--- config.mk ---
export PLATFORM = sky130hd
export DESIGN_NAME = disk_status_bank
export DESIGN_NICKNAME = d
export VERILOG_FILES = /design/src/common/disk_ctrl_pkg.sv /design/src/rtl/disk_status_bank.sv /design/src/rtl/pin_sync.sv /design/src/rtl/event_status.sv
export SDC_FILE = /design/constraint.sdc
export NUM_CORES = 1
export LEC_CHECK = 0
export BUFFER_PORTS_ARGS = -buffer_cell sky130_fd_sc_hd__buf_4
export CAP_MARGIN = 20
export CORE_MARGIN = 5
export CORE_UTILIZATION = 57
export DETAILED_ROUTE_END_ITERATION = 12
export PLACE_DENSITY = 0.84
export SYNTH_ARGS = -nofsm -noshare
export SYNTH_HDL_FRONTEND = slang
export SYNTH_SLANG_ARGS = --single-unit
export TNS_END_PERCENT = 100
--- constraint.sdc ---
create_clock -name mclk -period 3.38 [get_ports mclk]
set_input_delay 0.845 -clock mclk [delete_from_list [all_inputs] [get_ports mclk]]
set_output_delay 0.845 -clock mclk [all_outputs]
set_load 0.02 [all_outputs]
--- src/common/disk_ctrl_pkg.sv ---
// constants, field layouts and carriers for the disk controller status bank
// assumes a 32-bit avalon-mm slave with byte addresses, word per register
package disk_ctrl_pkg;

    // register indices; byte address is four times the index
    localparam logic [7:0] IDX_CHIP_STATUS = 8'h08;
    localparam logic [7:0] IDX_TERMINATION = 8'h09;
    localparam logic [7:0] IDX_COMMAND = 8'h10;
    localparam logic [7:0] IDX_INT_STATUS = 8'h11;
    localparam logic [7:0] IDX_EVENT_STATUS = 8'h12;
    localparam logic [7:0] IDX_EVENT_MASK = 8'h13;
    localparam logic [7:0] IDX_DESIRED_CYL = 8'h14;
    localparam logic [7:0] IDX_DESIRED_HEAD = 8'h15;
    localparam logic [7:0] IDX_DRIVE_SELECT = 8'h16;

    // termination register fields
    localparam int TERM_IRQ_ON_COMPLETION = 5;
    localparam int TERM_STOP_ON_DELETED_MARK = 4;
    localparam logic [7:0] TERM_RESET = 8'h00;

    // interrupt status port fields
    localparam int INT_DONE = 0;
    localparam int INT_IRQ_PENDING = 1;
    localparam int INT_BUSY = 2;

    // event status bits (sticky, read clears)
    localparam int EVENT_COUNT = 4;
    localparam int EV_DONE = 0;
    localparam int EV_SYNC_MISSING = 1;
    localparam int EV_COMPARE = 2;
    localparam int EV_CHECK_CODE = 3;

    // command codes and drive numbers
    localparam logic [7:0] CMD_RESET = 8'h00;
    localparam logic [1:0] DRIVE_HARD_FIRST = 2'h0;
    localparam logic [1:0] DRIVE_HARD_SECOND = 2'h1;
    localparam logic [1:0] DRIVE_DISKETTE = 2'h2;

    // reset values and synchroniser depth
    localparam logic [7:0] CHIP_STATUS_RESET = 8'h00;
    localparam logic [3:0] EVENT_MASK_RESET = 4'h0;
    localparam int SYNC_STAGES = 2;

    // id field widths
    localparam int CYL_W = 10;
    localparam int HEAD_W = 4;

    // chip status layout, bit 7 down to bit 0
    typedef struct packed {
        logic retry_attempted;
        logic correction_attempted;
        logic check_code_error;
        logic deleted_mark_seen;
        logic sync_missing;
        logic id_compare_mismatch;
        logic [1:0] selected_drive_number;
    } chip_status_t;

    // reports coming from the read channel beside the drives
    typedef struct packed {
        logic retry;
        logic ecc_attempt;
        logic ecc_error;
        logic id_valid;
        logic id_deleted;
        logic sync_lost;
        logic sector_done;
        logic data_done;
        logic [CYL_W-1:0] id_cylinder;
        logic [HEAD_W-1:0] id_head;
    } drive_events_t;

endpackage

--- src/rtl/disk_status_bank.sv ---
// chip status and termination bank of a disk controller, avalon-mm slave
// assumes read channel reports arrive as slow levels from another clock
`timescale 1ns/1ps
module disk_status_bank (
    input wire logic mclk,
    input wire logic rst_b,
    input wire logic [9:0] avs_address,
    input wire logic avs_read,
    input wire logic avs_write,
    input wire logic [31:0] avs_writedata,
    input wire logic [3:0] avs_byteenable,
    output logic [31:0] avs_readdata,
    output logic avs_waitrequest,
    input wire disk_ctrl_pkg::drive_events_t drive_in,
    input wire logic io_reset,
    output logic irq,
    output logic command_busy,
    output logic [1:0] selected_drive_number
);

    // command sequencer states, one-hot
    typedef enum logic [2:0] {
        ST_IDLE = 3'b001,
        ST_BUSY = 3'b010,
        ST_STOPPING = 3'b100
    } cmd_state_t;

    localparam int SYNC_W = $bits(disk_ctrl_pkg::drive_events_t) + 1;

    // word index; low address bits ignored
    function automatic logic [7:0] word_index(input logic [9:0] byte_addr);
        word_index = byte_addr[9:2];
    endfunction

    // bus slave state
    logic waitrequest_reg; // high except in the answer cycle
    logic [31:0] readdata_reg; // read answer
    logic bus_access; // request taken this edge
    logic bus_wr; // write taken
    logic bus_rd; // read taken
    logic [7:0] bus_idx; // decoded word index
    logic low_lane; // byte lane 0 enabled

    // synchronised pin side
    logic [SYNC_W-1:0] sync_bus; // synchronised bundle
    disk_ctrl_pkg::drive_events_t ev_now; // current synced levels
    disk_ctrl_pkg::drive_events_t ev_prev_reg; // one cycle older copy
    logic io_reset_now; // synced io reset level
    logic io_reset_prev_reg; // for edge detect
    logic retry_p, ecc_att_p, ecc_err_p, id_p, sync_p, sector_p, data_p, io_rst_p;

    // registers seen by software
    disk_ctrl_pkg::chip_status_t chip_status_reg; // flags and drive number
    logic [7:0] termination_reg; // write only
    logic [disk_ctrl_pkg::CYL_W-1:0] desired_cyl_reg; // compare target
    logic [disk_ctrl_pkg::HEAD_W-1:0] desired_head_reg; // compare target
    logic [1:0] drive_select_reg; // chosen drive
    logic done_reg; // completion flag
    logic irq_pending_reg; // completion interrupt pending
    logic [disk_ctrl_pkg::EVENT_COUNT-1:0] event_mask_reg; // interrupt mask
    logic [disk_ctrl_pkg::EVENT_COUNT-1:0] event_set; // one-cycle events
    logic [disk_ctrl_pkg::EVENT_COUNT-1:0] event_status; // sticky view
    logic event_irq; // unmasked sticky bit
    logic irq_reg; // combined interrupt output

    // command sequencer
    cmd_state_t state_reg;
    cmd_state_t state_next;
    logic busy_reg; // registered copy of non-idle state
    logic cmd_write; // any command written
    logic cmd_reset; // reset command written
    logic cmd_start; // ordinary command written
    logic mismatch; // id differs from desired
    logic finish; // command completes this cycle
    logic abort_now; // sync or compare ends command

    // bus decode
    assign bus_access = (avs_read | avs_write) & ~waitrequest_reg;
    assign bus_wr = bus_access & avs_write;
    assign bus_rd = bus_access & avs_read;
    assign bus_idx = word_index(avs_address);
    assign low_lane = avs_byteenable[0];

    // command port write
    assign cmd_write = bus_wr & low_lane & (bus_idx == disk_ctrl_pkg::IDX_COMMAND);
    assign cmd_reset = cmd_write & (avs_writedata[7:0] == disk_ctrl_pkg::CMD_RESET);
    assign cmd_start = cmd_write & ~cmd_reset;

    // one wait cycle, then answer
    always_ff @(posedge mclk or negedge rst_b) begin
        if (!rst_b) begin
            waitrequest_reg <= 1'b1;
        end else begin
            waitrequest_reg <= ~((avs_read | avs_write) & waitrequest_reg);
        end
    end

    // read mux; unmapped and write-only read zero
    always_ff @(posedge mclk or negedge rst_b) begin
        if (!rst_b) begin
            readdata_reg <= 32'h0000_0000;
        end else if (avs_read & waitrequest_reg) begin
            unique case (bus_idx)
                disk_ctrl_pkg::IDX_CHIP_STATUS: readdata_reg <= {24'h00_0000, chip_status_reg};
                disk_ctrl_pkg::IDX_INT_STATUS: begin
                    readdata_reg <= {29'h0, command_busy, irq_pending_reg, done_reg};
                end
                disk_ctrl_pkg::IDX_EVENT_STATUS: readdata_reg <= {28'h0, event_status};
                disk_ctrl_pkg::IDX_EVENT_MASK: readdata_reg <= {28'h0, event_mask_reg};
                disk_ctrl_pkg::IDX_DESIRED_CYL: readdata_reg <= {22'h0, desired_cyl_reg};
                disk_ctrl_pkg::IDX_DESIRED_HEAD: readdata_reg <= {28'h0, desired_head_reg};
                disk_ctrl_pkg::IDX_DRIVE_SELECT: readdata_reg <= {30'h0, drive_select_reg};
                default: readdata_reg <= 32'h0000_0000;
            endcase
        end
    end

    // drive side levels cross into mclk first
    pin_sync #(
        .WIDTH(SYNC_W)
    ) u_sync (
        .mclk(mclk),
        .rst_b(rst_b),
        .async_in({drive_in, io_reset}),
        .sync_out(sync_bus)
    );

    assign ev_now = sync_bus[SYNC_W-1:1];
    assign io_reset_now = sync_bus[0];

    // delayed copy for rising edge detection
    always_ff @(posedge mclk or negedge rst_b) begin
        if (!rst_b) begin
            ev_prev_reg <= '0;
            io_reset_prev_reg <= 1'b0;
        end else begin
            ev_prev_reg <= ev_now;
            io_reset_prev_reg <= io_reset_now;
        end
    end

    // one pulse per rising edge
    assign retry_p = ev_now.retry & ~ev_prev_reg.retry;
    assign ecc_att_p = ev_now.ecc_attempt & ~ev_prev_reg.ecc_attempt;
    assign ecc_err_p = ev_now.ecc_error & ~ev_prev_reg.ecc_error;
    assign id_p = ev_now.id_valid & ~ev_prev_reg.id_valid;
    assign sync_p = ev_now.sync_lost & ~ev_prev_reg.sync_lost;
    assign sector_p = ev_now.sector_done & ~ev_prev_reg.sector_done;
    assign data_p = ev_now.data_done & ~ev_prev_reg.data_done;
    assign io_rst_p = io_reset_now & ~io_reset_prev_reg;

    // id field against desired cylinder and head
    assign mismatch = (ev_now.id_cylinder != desired_cyl_reg) |
                      (ev_now.id_head != desired_head_reg);

    assign abort_now = (state_reg != ST_IDLE) & (sync_p | (id_p & mismatch));

    // command sequencer next state
    always_comb begin
        state_next = state_reg;
        finish = 1'b0;
        unique case (state_reg)
            ST_IDLE: begin
                if (cmd_start) begin
                    state_next = ST_BUSY;
                end
            end
            ST_BUSY: begin
                if (abort_now | data_p) begin
                    state_next = ST_IDLE;
                    finish = 1'b1;
                end else if (id_p & ev_now.id_deleted &
                             termination_reg[disk_ctrl_pkg::TERM_STOP_ON_DELETED_MARK]) begin
                    state_next = ST_STOPPING;
                end
            end
            ST_STOPPING: begin
                // sector end, data end or abort
                if (abort_now | sector_p | data_p) begin
                    state_next = ST_IDLE;
                    finish = 1'b1;
                end
            end
            default: begin
                state_next = ST_IDLE;
            end
        endcase
        // reset command abandons work
        if (cmd_reset) begin
            state_next = ST_IDLE;
            finish = 1'b0;
        end
    end

    // sequencer state
    always_ff @(posedge mclk or negedge rst_b) begin
        if (!rst_b) begin
            state_reg <= ST_IDLE;
            busy_reg <= 1'b0;
        end else if (io_rst_p) begin
            state_reg <= ST_IDLE;
            busy_reg <= 1'b0;
        end else begin
            state_reg <= state_next;
            busy_reg <= state_next != ST_IDLE;
        end
    end

    // flags freeze once idle
    // flags set only while busy, cleared by a non-reset command write
    always_ff @(posedge mclk or negedge rst_b) begin
        if (!rst_b) begin
            chip_status_reg <= disk_ctrl_pkg::CHIP_STATUS_RESET;
        end else begin
            chip_status_reg.selected_drive_number <= drive_select_reg;
            if (cmd_start) begin
                chip_status_reg.retry_attempted <= 1'b0;
                chip_status_reg.correction_attempted <= 1'b0;
                chip_status_reg.check_code_error <= 1'b0;
                chip_status_reg.deleted_mark_seen <= 1'b0;
                chip_status_reg.sync_missing <= 1'b0;
                chip_status_reg.id_compare_mismatch <= 1'b0;
            end else if (state_reg != ST_IDLE) begin
                if (retry_p) begin
                    chip_status_reg.retry_attempted <= 1'b1;
                end
                if (ecc_att_p) begin
                    chip_status_reg.correction_attempted <= 1'b1;
                end
                if (ecc_err_p) begin
                    chip_status_reg.check_code_error <= 1'b1;
                end
                if (id_p) begin
                    chip_status_reg.deleted_mark_seen <= ev_now.id_deleted;
                end
                if (sync_p) begin
                    chip_status_reg.sync_missing <= 1'b1;
                end
                if (id_p & mismatch) begin
                    chip_status_reg.id_compare_mismatch <= 1'b1;
                end
            end
        end
    end

    always_ff @(posedge mclk or negedge rst_b) begin
        if (!rst_b) begin
            termination_reg <= disk_ctrl_pkg::TERM_RESET;
        end else if (cmd_reset | io_rst_p) begin
            termination_reg <= disk_ctrl_pkg::TERM_RESET;
        end else if (bus_wr & low_lane & (bus_idx == disk_ctrl_pkg::IDX_TERMINATION)) begin
            termination_reg <= avs_writedata[7:0];
        end
    end

    // software setup; status ignores writes
    always_ff @(posedge mclk or negedge rst_b) begin
        if (!rst_b) begin
            desired_cyl_reg <= '0;
            desired_head_reg <= '0;
            drive_select_reg <= disk_ctrl_pkg::DRIVE_HARD_FIRST;
            event_mask_reg <= disk_ctrl_pkg::EVENT_MASK_RESET;
        end else if (bus_wr) begin
            // cylinder spans two lanes
            if (bus_idx == disk_ctrl_pkg::IDX_DESIRED_CYL) begin
                if (low_lane) begin
                    desired_cyl_reg[7:0] <= avs_writedata[7:0];
                end
                if (avs_byteenable[1]) begin
                    desired_cyl_reg[disk_ctrl_pkg::CYL_W-1:8] <=
                        avs_writedata[disk_ctrl_pkg::CYL_W-1:8];
                end
            end
            if (low_lane) begin
                if (bus_idx == disk_ctrl_pkg::IDX_DESIRED_HEAD) begin
                    desired_head_reg <= avs_writedata[disk_ctrl_pkg::HEAD_W-1:0];
                end
                // code 3 is refused
                if ((bus_idx == disk_ctrl_pkg::IDX_DRIVE_SELECT) & (avs_writedata[1:0] != 2'h3)) begin
                    drive_select_reg <= avs_writedata[1:0];
                end
                if (bus_idx == disk_ctrl_pkg::IDX_EVENT_MASK) begin
                    event_mask_reg <= avs_writedata[disk_ctrl_pkg::EVENT_COUNT-1:0];
                end
            end
        end
    end

    // done and pending; completion beats clear
    always_ff @(posedge mclk or negedge rst_b) begin
        if (!rst_b) begin
            done_reg <= 1'b0;
            irq_pending_reg <= 1'b0;
        end else begin
            if (finish) begin
                done_reg <= 1'b1;
            end else if (cmd_write) begin
                done_reg <= 1'b0;
            end
            if (finish & termination_reg[disk_ctrl_pkg::TERM_IRQ_ON_COMPLETION]) begin
                irq_pending_reg <= 1'b1;
            end else if (cmd_write | io_rst_p |
                         (bus_rd & (bus_idx == disk_ctrl_pkg::IDX_INT_STATUS))) begin
                irq_pending_reg <= 1'b0;
            end
        end
    end

    // events feeding the sticky status
    always_comb begin
        event_set = '0;
        event_set[disk_ctrl_pkg::EV_DONE] = finish;
        event_set[disk_ctrl_pkg::EV_SYNC_MISSING] = abort_now & sync_p;
        event_set[disk_ctrl_pkg::EV_COMPARE] = abort_now & id_p & mismatch;
        event_set[disk_ctrl_pkg::EV_CHECK_CODE] = (state_reg != ST_IDLE) & ecc_err_p;
    end

    event_status #(
        .N(disk_ctrl_pkg::EVENT_COUNT)
    ) u_events (
        .mclk(mclk),
        .rst_b(rst_b),
        .set_vec(event_set),
        .rd_clear(bus_rd & (bus_idx == disk_ctrl_pkg::IDX_EVENT_STATUS)),
        .mask(event_mask_reg),
        .status(event_status),
        .irq_any(event_irq)
    );

    // irq: pending or unmasked event
    always_ff @(posedge mclk or negedge rst_b) begin
        if (!rst_b) begin
            irq_reg <= 1'b0;
        end else begin
            irq_reg <= irq_pending_reg | event_irq;
        end
    end

    assign avs_readdata = readdata_reg;
    assign avs_waitrequest = waitrequest_reg;
    assign irq = irq_reg;
    assign command_busy = busy_reg;
    assign selected_drive_number = chip_status_reg.selected_drive_number;

endmodule

--- src/rtl/pin_sync.sv ---
// two-flop synchroniser bank for levels arriving from outside mclk
// assumes each input level stands at least two mclk periods
`timescale 1ns/1ps
module pin_sync #(
    parameter int WIDTH = 8
) (
    input wire logic mclk,
    input wire logic rst_b,
    input wire logic [WIDTH-1:0] async_in,
    output logic [WIDTH-1:0] sync_out
);

    logic [WIDTH-1:0] meta_reg; // first stage, read only by second stage
    logic [WIDTH-1:0] sync_reg; // second stage, safe to use

    // two stages, constant reset values
    always_ff @(posedge mclk or negedge rst_b) begin
        if (!rst_b) begin
            meta_reg <= '0;
            sync_reg <= '0;
        end else begin
            meta_reg <= async_in;
            sync_reg <= meta_reg;
        end
    end

    assign sync_out = sync_reg;

endmodule

--- src/rtl/event_status.sv ---
// sticky event bits with mask and one registered interrupt level
// assumes rd_clear is a one-cycle strobe from the bus slave
`timescale 1ns/1ps
module event_status #(
    parameter int N = 4
) (
    input wire logic mclk,
    input wire logic rst_b,
    input wire logic [N-1:0] set_vec,
    input wire logic rd_clear,
    input wire logic [N-1:0] mask,
    output logic [N-1:0] status,
    output logic irq_any
);

    logic [N-1:0] status_reg; // sticky bits
    logic irq_reg; // unmasked bit standing

    // set wins over the clear of the same cycle
    always_ff @(posedge mclk or negedge rst_b) begin
        if (!rst_b) begin
            status_reg <= '0;
        end else if (rd_clear) begin
            status_reg <= set_vec;
        end else begin
            status_reg <= status_reg | set_vec;
        end
    end

    // level output, one cycle behind the bits
    always_ff @(posedge mclk or negedge rst_b) begin
        if (!rst_b) begin
            irq_reg <= 1'b0;
        end else begin
            irq_reg <= |(status_reg & mask);
        end
    end

    assign status = status_reg;
    assign irq_any = irq_reg;

endmodule

==> results.md, run 1 <==
* Max rail drop VDD at 0.296 mV
* Period utilisation layout at 68.9%
* Antenna violations before repair at 0
* Async SR Flop Fraction at 100%
* Iter 0 DRT Violations at 164
* Overflow after GRT at 0
* Post-layout total power at 2220 uW
* Clock share of power at 32.5%
* Critical path peak fanout at 7
* Fill cells at 530
* Share of cells above drive strength 1 at 30.2%
* Maximum operating frequency at 429 MHz
* Die outline height at 97.0 um
* Routed wire length per instance at 17.0 um
* Max Buffers Root-to-Sink at 2
* Average vias per placed instance at 5.50
* End of the critical path: desired_cyl_reg[9]$_DFFE_PN0P_
* Gate power share at 7.2%
* Commonest cells in the synthesized netlist: 105 x sky130_fd_sc_hd__dfrtp_1, 26 x sky130_fd_sc_hd__buf_4, 18 x sky130_fd_sc_hd__nor2_1, 16 x sky130_fd_sc_hd__mux2_2, 16 x sky130_fd_sc_hd__nand2_1
* Result of the run: finished clean
* Share of total power in sequential cells at 60.3%
* Most frequent cell after synthesis: sky130_fd_sc_hd__dfrtp_1
* Top area cells in the synthesized netlist: sky130_fd_sc_hd__dfrtp_1 61%, sky130_fd_sc_hd__buf_4 4.5%, sky130_fd_sc_hd__mux2_2 4.2%
* Top flip-flop cell by instance count after synthesis: sky130_fd_sc_hd__dfrtp_1
* Net Sw Power at 558 uW
* Starting Density at 58.9%
* Via count of the first global-routing pass at 2828
* CP Data Arrival Time at 2.59 ns
* Net switching fraction of the power at 25.1%
* Type of origin of the critical path: input pin
* CTS tree: built
* Die Span X at 97.0 um
* Total routing resource utilization after global routing at 18.4%
* Ports at 110
* Most crowded layer after global routing: met2
* Share of the yosys chip area belonging to registers at 62.1%
* Pin count of the biggest net entering global routing at 82
* Floorplan die area at 0.00942 mm^2
* Worst setup EP type: flop
* Clock root buffer: sky130_fd_sc_hd__clkbuf_8
* Terminus of the critical flop-to-flop path: done_reg$_DFFE_PN0P_
* Sum of net half-perimeters after detailed placement at 6320 um
* Max-Cap Viols at 0
* Final worst path period need at 2.33 ns
* Cell accounting for the most synthesized area: sky130_fd_sc_hd__dfrtp_1
* Number of endpoints with negative hold slack in the final report at 0
* Register-to-register path setup slack at 1.38 ns
* Class of the most critical hold timing path: reg2reg
* Layout Area Growth over Synthesis at 15.6%
* Met1 track utilization from global routing at 24.1%
* Number of library cell types mapped by synthesis at 62
* Count of placed standard cells in the final layout, fillers left out at 500
* Number of port buffers at 61
* Total wire length at 8520 um
* DRC errors left at 0
* Standard-cell rows at 31
* Share of the synthesized area in the top cell type at 60.9%
* Nets@finish at 469
* Area inside the core boundary at 0.00733 mm^2
* Post-CTS Hold Buffers at 0
* Netlist Area Pre-Place at 0.00432 mm^2
* Vias at 2748
* Internal cell power at 1660 uW
* Mean cell area of the mapped netlist at 13.1 um^2
* RSZ-0062 raised after global routing: no
* Final setup violation count at 0
* Wire length of the first global-routing pass at 14000 um
* Source of the worst register-to-register timing path: desired_cyl_reg[1]$_DFFE_PN0P_
* Static Leak at 0.00242 uW
* Total CTS buffers at 9
* Clock insertion delay at the later pin of the skew report at 0.36 ns
* Number of buffers inserted to repair setup after CTS at 0
* Count of clock tree sinks at 107
* Crit path required time at 3.64 ns
* Placed Cells incl. Taps at 483
* Category of the most critical setup path: in2reg
* Sum of negative setup slack at 0 ns
* Length in cells of the worst reg-to-reg path at 5
* Total iterations of the first detailed-routing run at 5
* Number of standard cells after synthesis at 329
* Antenna cells at 0
* Count of cells resized by post-cts repair at 0
* Worst-path clk slew at 0.10 ns
* Met3 Use GR at 3.31%
* Register bit total from synthesis at 107
* Hold slack final at 0.357 ns
* CP startpoint: avs_address[5]
* Global placer's final weighted congestion at 0.840
* Synth Warn # at 0
* Global routing usage on met2 at 31.1%
* Final slew viol count at 0
* Maximum clock skew at final layout at 0.0125 ns
* Power per unit of standard cell area at 445 mW/mm^2
* Maximum level of the CTS H-tree at 3
* Post-synth EDFFs at 0
* Post-route antenna net violation count at 0
==> layer usage <==
layer	wire length [um]	up-vias
li1	-	1257
met4	108	0
met2	4350	113
met1	3490	1368
met5	0	-
met3	569	10
==> area by class of cell <==
cell class / count / area [um^2] / share of cell area [%]
flip-flops and latches: 107 / 2680 / 53.7
multi-input cells: 210 / 1490 / 29.9
repair buffers: 65 / 500 / 10.0
clock buffers: 9 / 124 / 2.48
well taps: 99 / 124 / 2.48
clock inverters: 7 / 60.1 / 1.20
inverters: 3 / 11.3 / 0.226
==> cell usage in the layout, fill, tap and decap left out, types with 4 or more instances in the layout <==
cell type / count
sky130_fd_sc_hd__conb_1: 22
sky130_fd_sc_hd__buf_4: 64
sky130_fd_sc_hd__nand2b_1: 6
sky130_fd_sc_hd__nand2_1: 16
sky130_fd_sc_hd__xor2_1: 14
sky130_fd_sc_hd__nor4_1: 5
sky130_fd_sc_hd__nand3_1: 6
sky130_fd_sc_hd__nor2_1: 18
sky130_fd_sc_hd__dfrtp_1: 105
sky130_fd_sc_hd__mux2_2: 16
sky130_fd_sc_hd__mux2_4: 4
sky130_fd_sc_hd__clkbuf_8: 9
sky130_fd_sc_hd__a22o_1: 13
sky130_fd_sc_hd__a21o_1: 4
sky130_fd_sc_hd__o21ai_0: 6
sky130_fd_sc_hd__nor2b_1: 9
sky130_fd_sc_hd__mux2i_1: 6
sky130_fd_sc_hd__a21oi_1: 6
==> worst max-delay path: stages <==
cell and delay, ns:
sky130_fd_sc_hd__buf_4 0.12, sky130_fd_sc_hd__nor2b_2 0.26, sky130_fd_sc_hd__nand3_1 0.40, sky130_fd_sc_hd__nor2_4 0.32
sky130_fd_sc_hd__and4b_1 0.29, sky130_fd_sc_hd__mux2_2 0.34
==> worst min path at each step <==
stage | start | end | slack [ns] | depth (start not counted)
final | u_sync.meta_reg[8]$_DFF_PN0_ | u_sync.sync_out[8]$_DFF_PN0_ | 0.36 | 0
after global routing | u_sync.meta_reg[5]$_DFF_PN0_ | u_sync.sync_out[5]$_DFF_PN0_ | 0.37 | 0
after CTS | u_sync.meta_reg[18]$_DFF_PN0_ | u_sync.sync_out[18]$_DFF_PN0_ | 0.36 | 0
after detailed placement | u_sync.meta_reg[5]$_DFF_PN0_ | u_sync.sync_out[5]$_DFF_PN0_ | 0.33 | 0
after global placement | u_sync.meta_reg[2]$_DFF_PN0_ | u_sync.sync_out[2]$_DFF_PN0_ | 0.33 | 0
after floorplan | u_sync.meta_reg[0]$_DFF_PN0_ | u_sync.sync_out[0]$_DFF_PN0_ | 0.33 | 0
==> power groups by stage <==
stage | Clock (uW) | Sequential (uW) | Combinational, uW
final | 723 | 1340 | 160
after floorplan | 0 | 1360 | 89.4
after global routing | 799 | 1350 | 176
after detailed placement | 0 | 1360 | 157
after global placement | 0 | 1360 | 154
after CTS | 734 | 1340 | 159
==> cells by family (layout without fill, tap and decap cells) <==
| logic type | count (synthesis) | in the layout | synth area share, % |
|---|---|---|---|
| fa+ha+maj | 1 | 1 | 0.232 |
| buf+inv | 33 | 84 | 5.19 |
| simple gates | 93 | 93 | 13.0 |
| compound gates | 53 | 53 | 9.42 |
| xor+xnor | 15 | 15 | 3.04 |
| mux | 26 | 26 | 6.95 |
| other cells | 1 | 22 | 0.0868 |
| flops | 107 | 107 | 62.1 |
==> metrics by stage <==
step / cell area, um^2 / setup WS [ns] / util, %
final: 4990 / 1.05 / 68.1
after floorplan: 4400 / 1.19 / -
after CTS: 4970 / 1.10 / 67.8
after detailed placement: 4790 / 0.734 / 65.3
after global placement: 4790 / 0.783 / 65.3
after global routing: 4990 / 1.01 / 68.1
(Power assumes the default switching activity.)
==> inputs of run 2 (changes only) <==
--- a/config.mk
+++ b/config.mk
@@ -8,9 +8,9 @@
 export BUFFER_PORTS_ARGS = -buffer_cell sky130_fd_sc_hd__buf_4
 export CAP_MARGIN = 20
 export CORE_MARGIN = 5
-export CORE_UTILIZATION = 57
+export CORE_UTILIZATION = 47
 export DETAILED_ROUTE_END_ITERATION = 12
-export PLACE_DENSITY = 0.84
+export PLACE_DENSITY = 0.74
 export SYNTH_ARGS = -nofsm -noshare
 export SYNTH_HDL_FRONTEND = slang
 export SYNTH_SLANG_ARGS = --single-unit
==> constraint.sdc (replaced) <==
create_clock -name mclk -period 1.9 [get_ports mclk]
set_input_delay 0.475 -clock mclk [delete_from_list [all_inputs] [get_ports mclk]]
set_output_delay 0.475 -clock mclk [all_outputs]
set_load 0.02 [all_outputs]
==> results.md, run 2 (synthesized netlist as in run 1, its figures left out) <==
* Class of the most critical hold timing path: in2reg (was reg2reg)
* Routed wire length per instance at 15.8 um (was 17.0 um)
* Wire length of the first global-routing pass at 13800 um (was 14000 um)
* Standard-cell rows at 35 (was 31)
* Overflow after GRT at 0 (unchanged)
* Antenna violations before repair at 0 (unchanged)
* Combined area of the multi-input logic cells at 0.00153 mm^2 (was 0.00149 mm^2)
* Fill cells at 747 (was 530)
* Total iterations of the first detailed-routing run at 4 (was 5)
* Area inside the core boundary at 0.00911 mm^2 (was 0.00733 mm^2)
* Worst setup EP type: flop (unchanged)
* Area taken by flip-flops and latches at 0.00268 mm^2 (unchanged)
* Final worst path period need at 1.81 ns
* Maximum level of the CTS H-tree at 3 (unchanged)
* Max Buffers Root-to-Sink at 2 (unchanged)
* Maximum clock skew at final layout at 0.00812 ns (was 0.0125 ns)
* CTS tree: built (unchanged)
* Final slew viol count at 0 (unchanged)
* Floorplan die area at 0.0112 mm^2 (was 0.00942 mm^2)
* Nets@finish at 491 (was 469)
* Sum of net half-perimeters after detailed placement at 6620 um (was 6320 um)
* Number of endpoints with negative hold slack in the final report at 0 (unchanged)
* Via count of the first global-routing pass at 2746 (was 2828)
* CP Data Arrival Time at 2.08 ns (was 2.59 ns)
* Worst Slack Setup Final at 0.0911 ns (was 1.05 ns)
* RSZ-0062 raised after global routing: no (unchanged)
* Type of origin of the critical path: flop (was input pin)
* Starting Density at 47.4% (was 58.9%)
* Clock root buffer: sky130_fd_sc_hd__clkbuf_8 (unchanged)
* Most common cell after layout, fill and taps aside: sky130_fd_sc_hd__dfrtp_1 (unchanged)
* Worst-path clk slew at 0.10 ns (about the same)
* Number of buffers inserted to repair setup after CTS at 0 (unchanged)
* Sum of negative setup slack at 0 ns (unchanged)
* Global placer's final weighted congestion at 0.856 (was 0.840)
* Average vias per placed instance at 5.13 (was 5.50)
* Total wire length at 8430 um (was 8520 um)
* Max rail drop VDD at 0.443 mV (was 0.296 mV)
* Critical path peak fanout at 3 (was 7)
* Clock insertion delay at the later pin of the skew report at 0.36 ns (about the same)
* Crit path required time at 2.17 ns (was 3.64 ns)
* Total routing resource utilization after global routing at 15.6% (was 18.4%)
* Static Leak at 0.00252 uW (was 0.00242 uW)
* Total CTS buffers at 9 (unchanged)
* Antenna cells at 0 (unchanged)
* Iter 0 DRT Violations at 123 (was 164)
* DRC errors left at 0 (unchanged)
* Count of clock tree sinks at 107 (unchanged)
* Minimum setup slack after placement at -0.141 ns (was 0.734 ns)
* Die Span X at 106 um (was 97.0 um)
* Post-route antenna net violation count at 0 (unchanged)
* Ports at 110 (unchanged)
* Power per unit of standard cell area at 761 mW/mm^2 (was 445 mW/mm^2)
* Final setup violation count at 0 (unchanged)
* Vias at 2737 (was 2748)
* Max-Cap Viols at 0 (unchanged)
* Period utilisation layout at 95.2%
* Category of the most critical setup path: reg2reg (was in2reg)
* Result of the run: finished clean (unchanged)
* Die outline height at 106 um (was 97.0 um)
* Maximum operating frequency at 553 MHz
* Most frequent cells in the layout: 105 x sky130_fd_sc_hd__dfrtp_1, 85 x sky130_fd_sc_hd__buf_4, 22 x sky130_fd_sc_hd__conb_1 (was 105 x sky130_fd_sc_hd__dfrtp_1, 64 x sky130_fd_sc_hd__buf_4, 22 x sky130_fd_sc_hd__conb_1)
* Pin count of the biggest net entering global routing at 49 (was 82)
* Layout Area Growth over Synthesis at 20.7% (was 15.6%)
* Share of cells above drive strength 1 at 35.0% (was 30.2%)
* Number of port buffers at 61 (unchanged)
==> run 2: repair_timing <==
action | in CTS | in global routing
hold endpoints to repair | 17 | 0
gates resized for setup | 1 | 5
endpoints found under the setup margin | 1 | 3
hold buffers | 1 | 0
==> run 2: metrics by stage <==
step                cells  power (uW)  area [um^2]  utilization (%)  hold WS, ns
floorplan             350        2580         4400                -        0.179
global placement      517        2720         4980             54.7        0.333
detailed placement    517        2730         4980             54.7        0.335
CTS                   534        4000         5180             56.9        0.193
global route          534        4150         5210             57.2        0.183
finish                534        3960         5210             57.2        0.213
==> run 2: where the power goes <==
group	internal [uW]	switching, uW
clock	494	777
combinational	129	180
sequential	2350	33.9
==> run 2: cell type report <==
class	count	area share (%)
clock buffers	9	2.38
clock inverters	7	1.15
inverters	3	0.216
multi-input cells	210	29.3
flip-flops and latches	107	51.4
well taps	111	2.67
repair buffers	87	12.8
==> run 2: path summary, 6_finish.rpt <==
kind                                                      from                            end  slack [ns]  cells after the start
worst min register to register   u_sync.meta_reg[20]$_DFF_PN0_  u_sync.sync_out[20]$_DFF_PN0_        0.35                      0
worst max-delay path            desired_cyl_reg[1]$_DFFE_PN0P_         state_reg[2]$_DFF_PN0_        0.09                      6
worst max register to register  desired_cyl_reg[1]$_DFFE_PN0P_         state_reg[2]$_DFF_PN0_        0.09                      6
worst min-delay path                               drive_in[2]   u_sync.meta_reg[3]$_DFF_PN0_        0.21                      1
max in group asynchronous                                rst_b         state_reg[0]$_DFF_PN1_        0.77                      3
min in group asynchronous                                rst_b  u_sync.sync_out[18]$_DFF_PN0_        0.52                      2
==> run 2: critical path, cell delays in order, from the launching register on <==
cell and delay (ns):
sky130_fd_sc_hd__dfrtp_1 0.42, sky130_fd_sc_hd__xor2_1 0.19, sky130_fd_sc_hd__nor4_2 0.30, sky130_fd_sc_hd__buf_4 0.16
sky130_fd_sc_hd__and4_1 0.26, sky130_fd_sc_hd__nor2_1 0.11, sky130_fd_sc_hd__nor4b_2 0.28
==> run 2: layer usage <==
layer | up-vias | GRT usage (%) | wire [um] | share of wire [%]
met4 | 0 | 4.16 | 89 | 1.1
met1 | 1333 | 21.7 | 3810 | 45
met5 | - | 0 | 0 | 0
met3 | 9 | 4.35 | 548 | 6.5
li1 | 1295 | - | - | -
met2 | 100 | 24.0 | 3990 | 47
